--- src/inc/mac_regs_pkg.sv ---
// Constants shared by the MAC-side control and status register block
package mac_regs_pkg;
   localparam int ADDR_W = 10;
   localparam int DATA_W = 32;
   localparam int REG_W = 16;

   // Register indices; byte address is four times the index
   localparam logic [7:0] CTRL1_IDX = 8'h10;
   localparam logic [7:0] IEN_IDX = 8'h12;
   localparam logic [7:0] STAT_IDX = 8'h13;
   localparam logic [7:0] CTRL2_IDX = 8'h15;

   // Values after hardware reset
   localparam logic [15:0] CTRL1_RST = 16'h4448;
   localparam logic [15:0] IEN_RST = 16'h0000;
   localparam logic [15:0] STAT_RST = 16'h0000;
   localparam logic [15:0] CTRL2_RST = 16'h0000;

   // Implemented bits
   localparam logic [15:0] STAT_MASK = 16'h008c;
   localparam logic [15:0] CTRL2_MASK = 16'hc000;

   // Field positions
   localparam int PASS_ODD_BIT = 6;
   localparam int RXCLK_ON_BIT = 3;
   localparam int OVF_BIT = 7;
   localparam int INS_BIT = 3;
   localparam int DEL_BIT = 2;
   localparam int LOOP_BIT = 14;

   // Bus encodings
   localparam logic [2:0] HSIZE_WORD = 3'h2;
   localparam logic HRESP_OKAY = 1'h0;

   typedef enum logic [3:0] {
      ST_IDLE = 4'h1,
      ST_WRITE = 4'h2,
      ST_RD_WAIT = 4'h4,
      ST_RD_DONE = 4'h8
   } bus_state_t;
endpackage

--- src/hdl/mac_side_control_status_regs.sv ---
// MAC-side control, FIFO interrupt and line loopback registers on AHB-Lite
module mac_side_control_status_regs (
   input wire logic i_core_clk,
   input wire logic i_rst_n,
   input wire logic i_sw_rst,
   input wire logic i_hsel,
   input wire logic [31:0] i_haddr,
   input wire logic [1:0] i_htrans,
   input wire logic i_hwrite,
   input wire logic [2:0] i_hsize,
   input wire logic [31:0] i_hwdata,
   input wire logic i_hready,
   output logic [31:0] o_hrdata,
   output logic o_hreadyout,
   output logic o_hresp,
   input wire logic i_fifo_err,
   input wire logic i_idle_ins,
   input wire logic i_idle_del,
   input wire logic i_power_down,
   input wire logic i_energy_detect,
   output logic o_pad_odd_preamble,
   output logic o_rx_clk_enable,
   output logic o_line_loopback,
   output logic o_irq
);

   function automatic logic reg_hit(input logic [9:0] addr,
                                    input logic [7:0] idx);
      reg_hit = (addr == {idx, 2'b00});
   endfunction

   mac_regs_pkg::bus_state_t st_r;
   mac_regs_pkg::bus_state_t st_nxt;
   logic [9:0] addr_r;
   logic [9:0] addr_nxt;
   logic ok_r;
   logic ok_nxt;
   logic [31:0] rdata_r;
   logic [31:0] rdata_nxt;
   logic [15:0] ctrl1_r;
   logic [15:0] ctrl1_nxt;
   logic [15:0] ien_r;
   logic [15:0] ien_nxt;
   logic [15:0] stat_r;
   logic [15:0] stat_nxt;
   logic [15:0] ctrl2_r;
   logic [15:0] ctrl2_nxt;
   logic pass_act_r;
   logic pass_act_nxt;
   logic keep_act_r;
   logic keep_act_nxt;
   logic rxclk_r;
   logic rxclk_nxt;
   logic irq_r;
   logic irq_nxt;
   logic accept;
   logic wr_live;
   logic rd_live;
   logic [15:0] ev_set;
   logic [15:0] ev_clr;
   logic [15:0] rd_val;

   // Bus sequencing and register next values
   always_comb begin
      accept = i_hsel & i_htrans[1] & i_hready;
      st_nxt = st_r;
      addr_nxt = addr_r;
      ok_nxt = ok_r;
      rdata_nxt = rdata_r;
      ctrl1_nxt = ctrl1_r;
      ien_nxt = ien_r;
      ctrl2_nxt = ctrl2_r;
      pass_act_nxt = pass_act_r;
      keep_act_nxt = keep_act_r;
      ev_set = 16'h0000;
      ev_clr = 16'h0000;
      rd_val = 16'h0000;
      wr_live = (st_r == mac_regs_pkg::ST_WRITE) & ok_r;
      rd_live = (st_r == mac_regs_pkg::ST_RD_WAIT) & ok_r;

      case (st_r)
         mac_regs_pkg::ST_RD_WAIT: begin
            st_nxt = mac_regs_pkg::ST_RD_DONE;
         end
         mac_regs_pkg::ST_IDLE,
         mac_regs_pkg::ST_WRITE,
         mac_regs_pkg::ST_RD_DONE: begin
            if (accept) begin
               st_nxt = i_hwrite ? mac_regs_pkg::ST_WRITE
                                 : mac_regs_pkg::ST_RD_WAIT;
               addr_nxt = i_haddr[9:0];
               ok_nxt = (i_haddr[31:10] == 22'h000000) &&
                        (i_hsize == mac_regs_pkg::HSIZE_WORD);
            end else begin
               st_nxt = mac_regs_pkg::ST_IDLE;
            end
         end
         default: begin
            st_nxt = mac_regs_pkg::ST_IDLE;
         end
      endcase

      // Reserved CTRL1 bits are stored as written; CTRL2 keeps only its CTRL2_MASK bits
      if (wr_live && reg_hit(addr_r, mac_regs_pkg::CTRL1_IDX)) begin
         ctrl1_nxt = i_hwdata[15:0];
      end
      if (wr_live && reg_hit(addr_r, mac_regs_pkg::IEN_IDX)) begin
         ien_nxt = i_hwdata[15:0];
      end
      if (wr_live && reg_hit(addr_r, mac_regs_pkg::CTRL2_IDX)) begin
         ctrl2_nxt = i_hwdata[15:0] & mac_regs_pkg::CTRL2_MASK;
      end

      // Read value, sampled in the wait cycle
      if (reg_hit(addr_r, mac_regs_pkg::CTRL1_IDX)) begin
         rd_val = ctrl1_r;
      end else if (reg_hit(addr_r, mac_regs_pkg::IEN_IDX)) begin
         rd_val = ien_r;
      end else if (reg_hit(addr_r, mac_regs_pkg::STAT_IDX)) begin
         rd_val = stat_r;
      end else if (reg_hit(addr_r, mac_regs_pkg::CTRL2_IDX)) begin
         rd_val = ctrl2_r;
      end
      if (st_r == mac_regs_pkg::ST_RD_WAIT) begin
         rdata_nxt = ok_r ? {16'h0000, rd_val} : 32'h00000000;
      end

      // Latched FIFO events; a new event beats a clear in the same cycle
      ev_set[mac_regs_pkg::OVF_BIT] = i_fifo_err;
      ev_set[mac_regs_pkg::INS_BIT] = i_idle_ins;
      ev_set[mac_regs_pkg::DEL_BIT] = i_idle_del;
      if (rd_live && reg_hit(addr_r, mac_regs_pkg::STAT_IDX)) begin
         ev_clr = 16'hffff;
      end
      if (wr_live && reg_hit(addr_r, mac_regs_pkg::STAT_IDX)) begin
         ev_clr = ev_clr | i_hwdata[15:0];
      end

      // Software reset loads the update-type bits and clears status
      if (i_sw_rst) begin
         ev_clr = 16'hffff;
         ctrl2_nxt = mac_regs_pkg::CTRL2_RST;
         pass_act_nxt = ctrl1_nxt[mac_regs_pkg::PASS_ODD_BIT];
         keep_act_nxt = ctrl1_nxt[mac_regs_pkg::RXCLK_ON_BIT];
      end
      stat_nxt = ((stat_r & ~ev_clr) | ev_set) & mac_regs_pkg::STAT_MASK;

      rxclk_nxt = keep_act_nxt | ~(i_power_down | i_energy_detect);
      irq_nxt = |(stat_nxt & ien_nxt & mac_regs_pkg::STAT_MASK);
   end

   always_ff @(posedge i_core_clk or negedge i_rst_n) begin
      if (!i_rst_n) begin
         st_r <= mac_regs_pkg::ST_IDLE;
         addr_r <= 10'h000;
         ok_r <= 1'b0;
         rdata_r <= 32'h00000000;
         ctrl1_r <= mac_regs_pkg::CTRL1_RST;
         ien_r <= mac_regs_pkg::IEN_RST;
         stat_r <= mac_regs_pkg::STAT_RST;
         ctrl2_r <= mac_regs_pkg::CTRL2_RST;
         pass_act_r <= mac_regs_pkg::CTRL1_RST[mac_regs_pkg::PASS_ODD_BIT];
         keep_act_r <= mac_regs_pkg::CTRL1_RST[mac_regs_pkg::RXCLK_ON_BIT];
         rxclk_r <= 1'b1;
         irq_r <= 1'b0;
      end else begin
         st_r <= st_nxt;
         addr_r <= addr_nxt;
         ok_r <= ok_nxt;
         rdata_r <= rdata_nxt;
         ctrl1_r <= ctrl1_nxt;
         ien_r <= ien_nxt;
         stat_r <= stat_nxt;
         ctrl2_r <= ctrl2_nxt;
         pass_act_r <= pass_act_nxt;
         keep_act_r <= keep_act_nxt;
         rxclk_r <= rxclk_nxt;
         irq_r <= irq_nxt;
      end
   end

   // One wait state on reads so the read data come from a flip-flop
   assign o_hreadyout = (st_r != mac_regs_pkg::ST_RD_WAIT);
   assign o_hresp = mac_regs_pkg::HRESP_OKAY;
   assign o_hrdata = rdata_r;
   assign o_pad_odd_preamble = ~pass_act_r;
   assign o_rx_clk_enable = rxclk_r;
   assign o_line_loopback = ctrl2_r[mac_regs_pkg::LOOP_BIT];
   assign o_irq = irq_r;
endmodule // mac_side_control_status_regs

--- config.mk ---
export PLATFORM = sky130hd
export DESIGN_NAME = mac_side_control_status_regs
export DESIGN_NICKNAME = d
export VERILOG_FILES = /design/src/inc/mac_regs_pkg.sv /design/src/hdl/mac_side_control_status_regs.sv
export SDC_FILE = /design/constraint.sdc
export NUM_CORES = 1
export LEC_CHECK = 0
export BUFFER_PORTS_ARGS = -buffer_cell sky130_fd_sc_hd__buf_2
export CAP_MARGIN = 20
export CORE_ASPECT_RATIO = 1.1
export CORE_UTILIZATION = 50
export CTS_CLUSTER_DIAMETER = 40
export DETAILED_ROUTE_END_ITERATION = 16
export PLACE_DENSITY = 0.8
export SLEW_MARGIN = 20
export SYNTH_ARGS = -nofsm -noshare
export SYNTH_HDL_FRONTEND = slang
export SYNTH_SLANG_ARGS = --single-unit
export TNS_END_PERCENT = 30
--- constraint.sdc ---
create_clock -name i_core_clk -period 2.74 [get_ports i_core_clk]
set_input_delay 0 -clock i_core_clk [delete_from_list [all_inputs] [get_ports i_core_clk]]
set_output_delay 0 -clock i_core_clk [all_outputs]
set_load 0.05 [all_outputs]
; ---- Word-level counts from Yosys, hierarchy flattened
; Cells that the tools add are included.
[classes]
n_reduce_logical = 11
n_mux = 16
eq_ne = 10
n_bitwise = 13
[op_table]
columns = operator, count
row1 = 2-to-1 mux 16 bit, 8
row2 = "== test 10 x 7 -> 1 bit, second input constant", 4
row3 = 2-to-1 mux 8 bit, 3
row4 = logical NOT 22 bit, 1
row5 = bitwise AND 8 bit, 2
row6 = OR 8 bit, 2
row7 = NOT 8 bit, 1
row8 = one-hot mux 4 bit (2 select lines), 1
row9 = 2-to-1 mux 7 bit, 1
row10 = logical AND 1 bit, 6
row11 = 2-to-1 mux 3 bit, 2
row12 = OR reduction 3 bit, 2
row13 = bitwise AND 1 bit, 4
row14 = "== test 4 x 1 -> 1 bit, second input constant", 1
row15 = "== test 4 x 2 -> 1 bit, second input constant", 1
row16 = "== test 4 x 3 -> 1 bit, second input constant", 1
row17 = "== test 4 bit, second input constant", 1
row18 = "!= test 4 x 3 -> 1 bit, second input constant", 1
row19 = "== test 3 x 2 -> 1 bit, second input constant", 1
row20 = NOT 1 bit, 2
row21 = OR 1 bit, 2
row22 = AND reduction 2 bit, 1
row23 = nonzero test 2 bit, 1
row24 = 2-to-1 mux 1 bit, 1
[word_totals]
ff_bits = 102
elab_cells = 63
out_inout_bits = 38

; ---- Longest topological paths before layout
[logic_depth]
ltp_word = 12
mapped_depth = 6

; ---- Worst setup path before layout
; OpenSTA, ideal clock, no wires.
[synth_path]
path_kind = register to register
startpoint = register addr_r[1]
endpoint = register pass_act_r
setup_ns = 0.082
stages_incl_launch_ff = 6
required_ns = 2.658
t_arrival_ns = 1.917
path_slack_ns = 0.741
n_path_buf = 0
path_cell_list = dfrtp_1 or4_4 nor4b_4 nand2_2 mux2_4 mux2_2
[synth_via]
elab_chain_len = 3
[synth_rtl]
columns = element, line_no
row1 = "start, declared", mac_side_control_status_regs.sv:34  ; logic [9:0] addr_r;
row2 = "start signal, assigned", mac_side_control_status_regs.sv:168  ; addr_r <= addr_nxt;
row3 = == test 10 x 7 -> 1 bit, mac_side_control_status_regs.sv:29  ; reg_hit = (addr == {idx, 2'b00});
row4 = logical AND 1 bit, mac_side_control_status_regs.sv:104  ; if (wr_live && reg_hit(addr_r, mac_regs_pkg::CTRL1_IDX)) begin
row5 = 2-to-1 mux 7 bit, mac_side_control_status_regs.sv:104
row6 = via ctrl1_nxt[6], mac_side_control_status_regs.sv:41  ; logic [15:0] ctrl1_nxt;
row7 = "end signal, assigned", mac_side_control_status_regs.sv:162  ; pass_act_r <= mac_regs_pkg::CTRL1_RST[mac_regs_pkg::PASS_ODD_BIT];
row8 = "end signal, assigned", mac_side_control_status_regs.sv:175  ; pass_act_r <= pass_act_nxt;
row9 = "end, declared", mac_side_control_status_regs.sv:48  ; logic pass_act_r;
; The timed path passes the listed nets, and every way through them passes these cells.
; A chain may end at the register's enable or synchronous reset.

; ---- Worst setup path after layout
[layout_path]
startpoint = register addr_r[1]
endpoint = register rxclk_r (netlist: o_rx_clk_enable)
[layout_via]
elab_chain_len = 5
[layout_rtl]
columns = element, line_no
row1 = == test 10 x 7 -> 1 bit, mac_side_control_status_regs.sv:29
row2 = logical AND 1 bit, mac_side_control_status_regs.sv:104
row3 = 2-to-1 mux 7 bit, mac_side_control_status_regs.sv:104
row4 = 2-to-1 mux 1 bit, mac_side_control_status_regs.sv:140  ; if (i_sw_rst) begin
row5 = via keep_act_nxt, mac_side_control_status_regs.sv:51  ; logic keep_act_nxt;
row6 = OR 1 bit, mac_side_control_status_regs.sv:148  ; rxclk_nxt = keep_act_nxt | ~(i_power_down | i_energy_detect);
row7 = via rxclk_nxt, mac_side_control_status_regs.sv:53  ; logic rxclk_nxt;
row8 = "end signal, assigned", mac_side_control_status_regs.sv:177  ; rxclk_r <= rxclk_nxt;
row9 = "end, declared", mac_side_control_status_regs.sv:52  ; logic rxclk_r;
; The timed path passes the listed nets, and every way through them passes these cells.

==> out/qor.txt <==
Status - completed
Clock Tree Buf Depth - 2
Post-route minimum period - 2.61 ns
Fin Hold WS - 0.177 ns
Root Buffer - clkbuf_8
DPL Wire Length - 4.96 mm
Avg Vias per Cell - 5.19
GR Util met1 - 0.272
Worst slew pin tran - 0.649 ns
Crit-path max cell delay - 0.57 ns
Met2 Use GR - 0.401
Peak VDD IR - 0.312 mV
Post-synthesis cell count - 284
Cell taking the most area after synthesis - dfrtp_1
Crit path DAT - 2.89 ns
Hold Crit Class - in -> reg
Largest net degree at the start of global routing - 54
RSZ-0062 raised after global routing - no
Setup TNS - 0 ns
First-pass GRT wire length - 12.0 mm
TritonCTS Sinks - 72
Post-synthesis cell area - 3300 um2
FF-to-FF Start - addr_r[1]$_DFFE_PN0P_
Pwr dens - 553 nW/um2
Final WL - 7.28 mm
Hold_sp - i_htrans[1]
Via count - 2606
Drt first pass iters - 4
CP Capture Type - flip-flop
Port bufs - 83
Synthesized area per cell - 11.6 um2
GRT Max-Usage Layer - met2
Area of placed instances - 3790 um2
DR iter-0 viols - 155
Reg2Reg Capture Point - o_rx_clk_enable$_DFF_PN1_
Placed Instances - 447
Vias in the first global route - 2661
Yosys cell types - 47
Hold path depth - 4
Leak - 2.07 nW
Power, Total - 2.44 mW
Final Non-Filler Cells - 502
Top-level port count - 118
Clk_skew - 0.00780 ns
WL/cell - 14.5 um
Setup crit start kind - flip-flop
R2r worst-path depth - 7
Seq/Total Area, Yosys - 0.550
# rows - 30
Core area - 6270 um2
Post-synth EDFFs - 0
Crit-path max FO - 12
Flop2flop setup slack - 0.13 ns
Fmax achieved - 384 MHz
Routed Antenna Nets - 0
Die width - 79.4 um
Initial antenna violation count - 0
CTS tree - done
Largest cells by area after synthesis - dfrtp_1, mux2_2, dfstp_2
Total gr overflow - 0
Initial Util - 0.526
Worst-path clk slew - 0.07 ns
Async set or reset register ratio after synthesis - 1.00
Max_cap viols - 0
Worst Path Required - 3.02 ns
RePlAce Congestion - 0.847
YS warnings - 0
Die Y - 87.2 um
P&R area growth vs syn - 33.5%
Die area - 6920 um2
Slowest-stage cell, CP - or4_4
Share of the synthesized area in the top cell type - 0.486
Slew Viols, Final - 0
Yosys reg bits - 72
Ys flop type - dfrtp_1
GRT Total Usage - 0.232
H-tree depth - 3
WS Path Type - reg -> reg
Clk Latency, worst-skew pair - 0.34 ns
Final instance area - 4400 um2
Fin nets - 497
Fin. Hold Viols - 0
Ant diodes - 0
Total CTS buffers - 9
Share of post-route cells with drive strength above 1 - 0.393
Slew Limit Headroom - 0.567
Final Cycle Share - 0.951
Worst path cell trace - or4_4 -> nor4b_4 -> buf_6 -> nand3_1 -> a31oi_1 -> o21bai_1 -> dlygate4sd3_1
Number of fill cells - 456
Worst Hold End - st_r[0]$_DFF_PN1_
# DRC - 0
M3 GR Usage - 0.0513
Final setup fails - 0
[Yosys cell counts, types with 2 or more instances]
cell type / n
buf_4: 18
mux2_2: 38
and4b_1: 3
nor4_1: 6
clkbuf_1: 8
nand4_1: 3
a22oi_1: 11
mux2i_1: 4
dfstp_2: 8
nand2_1: 28
o21bai_1: 3
o21ai_0: 15
and2_1: 3
nor2_1: 10
a41oi_1: 2
nor3_1: 2
dfrtp_1: 64
o31ai_1: 3
inv_1: 11
a21oi_1: 8
o211ai_1: 4
nand3_1: 5
nor4b_1: 2
or2_2: 2
[repair_timing]
item / 4_1_cts / 5_1_grt
endpoints found under the setup margin: 0 / 1
setup buffers: 0 / 0
gates resized for setup: 0 / 1
hold buffers: 39 / 0
hold endpoints to repair: 95 / 0
[layout by cell type, fill, tap and decap left out, types with 2 or more instances in the layout]
master	instances
a21oi_1	8
a22oi_1	11
a41oi_1	2
and2_1	3
and4b_1	3
buf_2	82
buf_4	11
bufinv_16	2
clkbuf_8	10
clkinv_2	3
conb_1	17
dfrtp_1	64
dfstp_2	8
dlygate4sd3_1	39
inv_1	11
mux2_2	38
mux2i_1	4
nand2_1	28
nand3_1	5
nand4_1	3
nor2_1	10
nor3_1	2
nor4_1	6
nor4b_1	2
o211ai_1	4
o21ai_0	15
o21bai_1	3
o31ai_1	3
or2_2	2
[kinds of logic after synthesis]
family / count (synthesis) / synth area share
simple gates: 78 / 0.135
flops: 72 / 0.550
compound gates: 51 / 0.101
mux: 43 / 0.146
buf+inv: 38 / 0.0641
xor+xnor: 1 / 0.00266
other cells: 1 / 0.00114
[cell type report]
class / count / area (um2) / share of cell area
inverter: 11 / 41.3 / 0.00938
tap: 80 / 100 / 0.0227
multi-input combinational: 190 / 1330 / 0.303
clock buffer: 10 / 138 / 0.0313
sequential: 72 / 1810 / 0.412
timing repair buffer: 133 / 895 / 0.203
clock inverter: 6 / 82.6 / 0.0188
[report_power, final]
group          internal [mW]  switching [mW]
sequential              1.13          0.0696
clock                  0.532           0.384
combinational          0.154           0.164
[critical path: cells and delay by family (launching register included)]
kind	cells	cell delay, ns
AND/OR/NAND/NOR	3	0.96
buffers and inverters	2	0.77
AO/OA/AOI/OAI	2	0.41
flip-flops	1	0.40
[per-layer routing]
| metal | vias to the layer above | part of all wire |
|---|---|---|
| met2 | 97 | 0.52 |
| met3 | 14 | 0.050 |
| met5 | - | 0 |
| li1 | 1250 | - |
| met4 | 0 | 0.020 |
| met1 | 1245 | 0.41 |
[stage by stage]
stage | setup WS [ns] | utilization
floorplan | 0.741 | -
global placement | 0.668 | 0.604
detailed placement | 0.565 | 0.604
CTS | 0.130 | 0.702
global route | 0.0159 | 0.702
finish | 0.134 | 0.702
[sequential cells by signal (all words and copies together), names as in the netlist, 2 cells and up]
register	cells
ctrl2_r	2
stat_r	3
st_r	4
o_hrdata	16
ien_r	16
addr_r	10
ctrl1_r	16
[worst max-delay path by stage]
| stage | from | slack (ns) | cells past startpoint | end |
|---|---|---|---|---|
| 2_1_floorplan | addr_r[1]$_DFFE_PN0P_ | 0.74 | 5 | pass_act_r$_DFFE_PN1P_ |
| 3_5_place_dp | addr_r[1]$_DFFE_PN0P_ | 0.56 | 6 | o_irq$_DFF_PN0_ |
| 4_1_cts | addr_r[1]$_DFFE_PN0P_ | 0.13 | 7 | o_rx_clk_enable$_DFF_PN1_ |
| 3_3_place_gp | addr_r[1]$_DFFE_PN0P_ | 0.67 | 6 | o_irq$_DFF_PN0_ |
| 5_1_grt | addr_r[1]$_DFFE_PN0P_ | 0.02 | 7 | o_rx_clk_enable$_DFF_PN1_ |
| 6_report | addr_r[1]$_DFFE_PN0P_ | 0.13 | 7 | o_rx_clk_enable$_DFF_PN1_ |
Note: power is estimated with default switching activity, not from simulation.
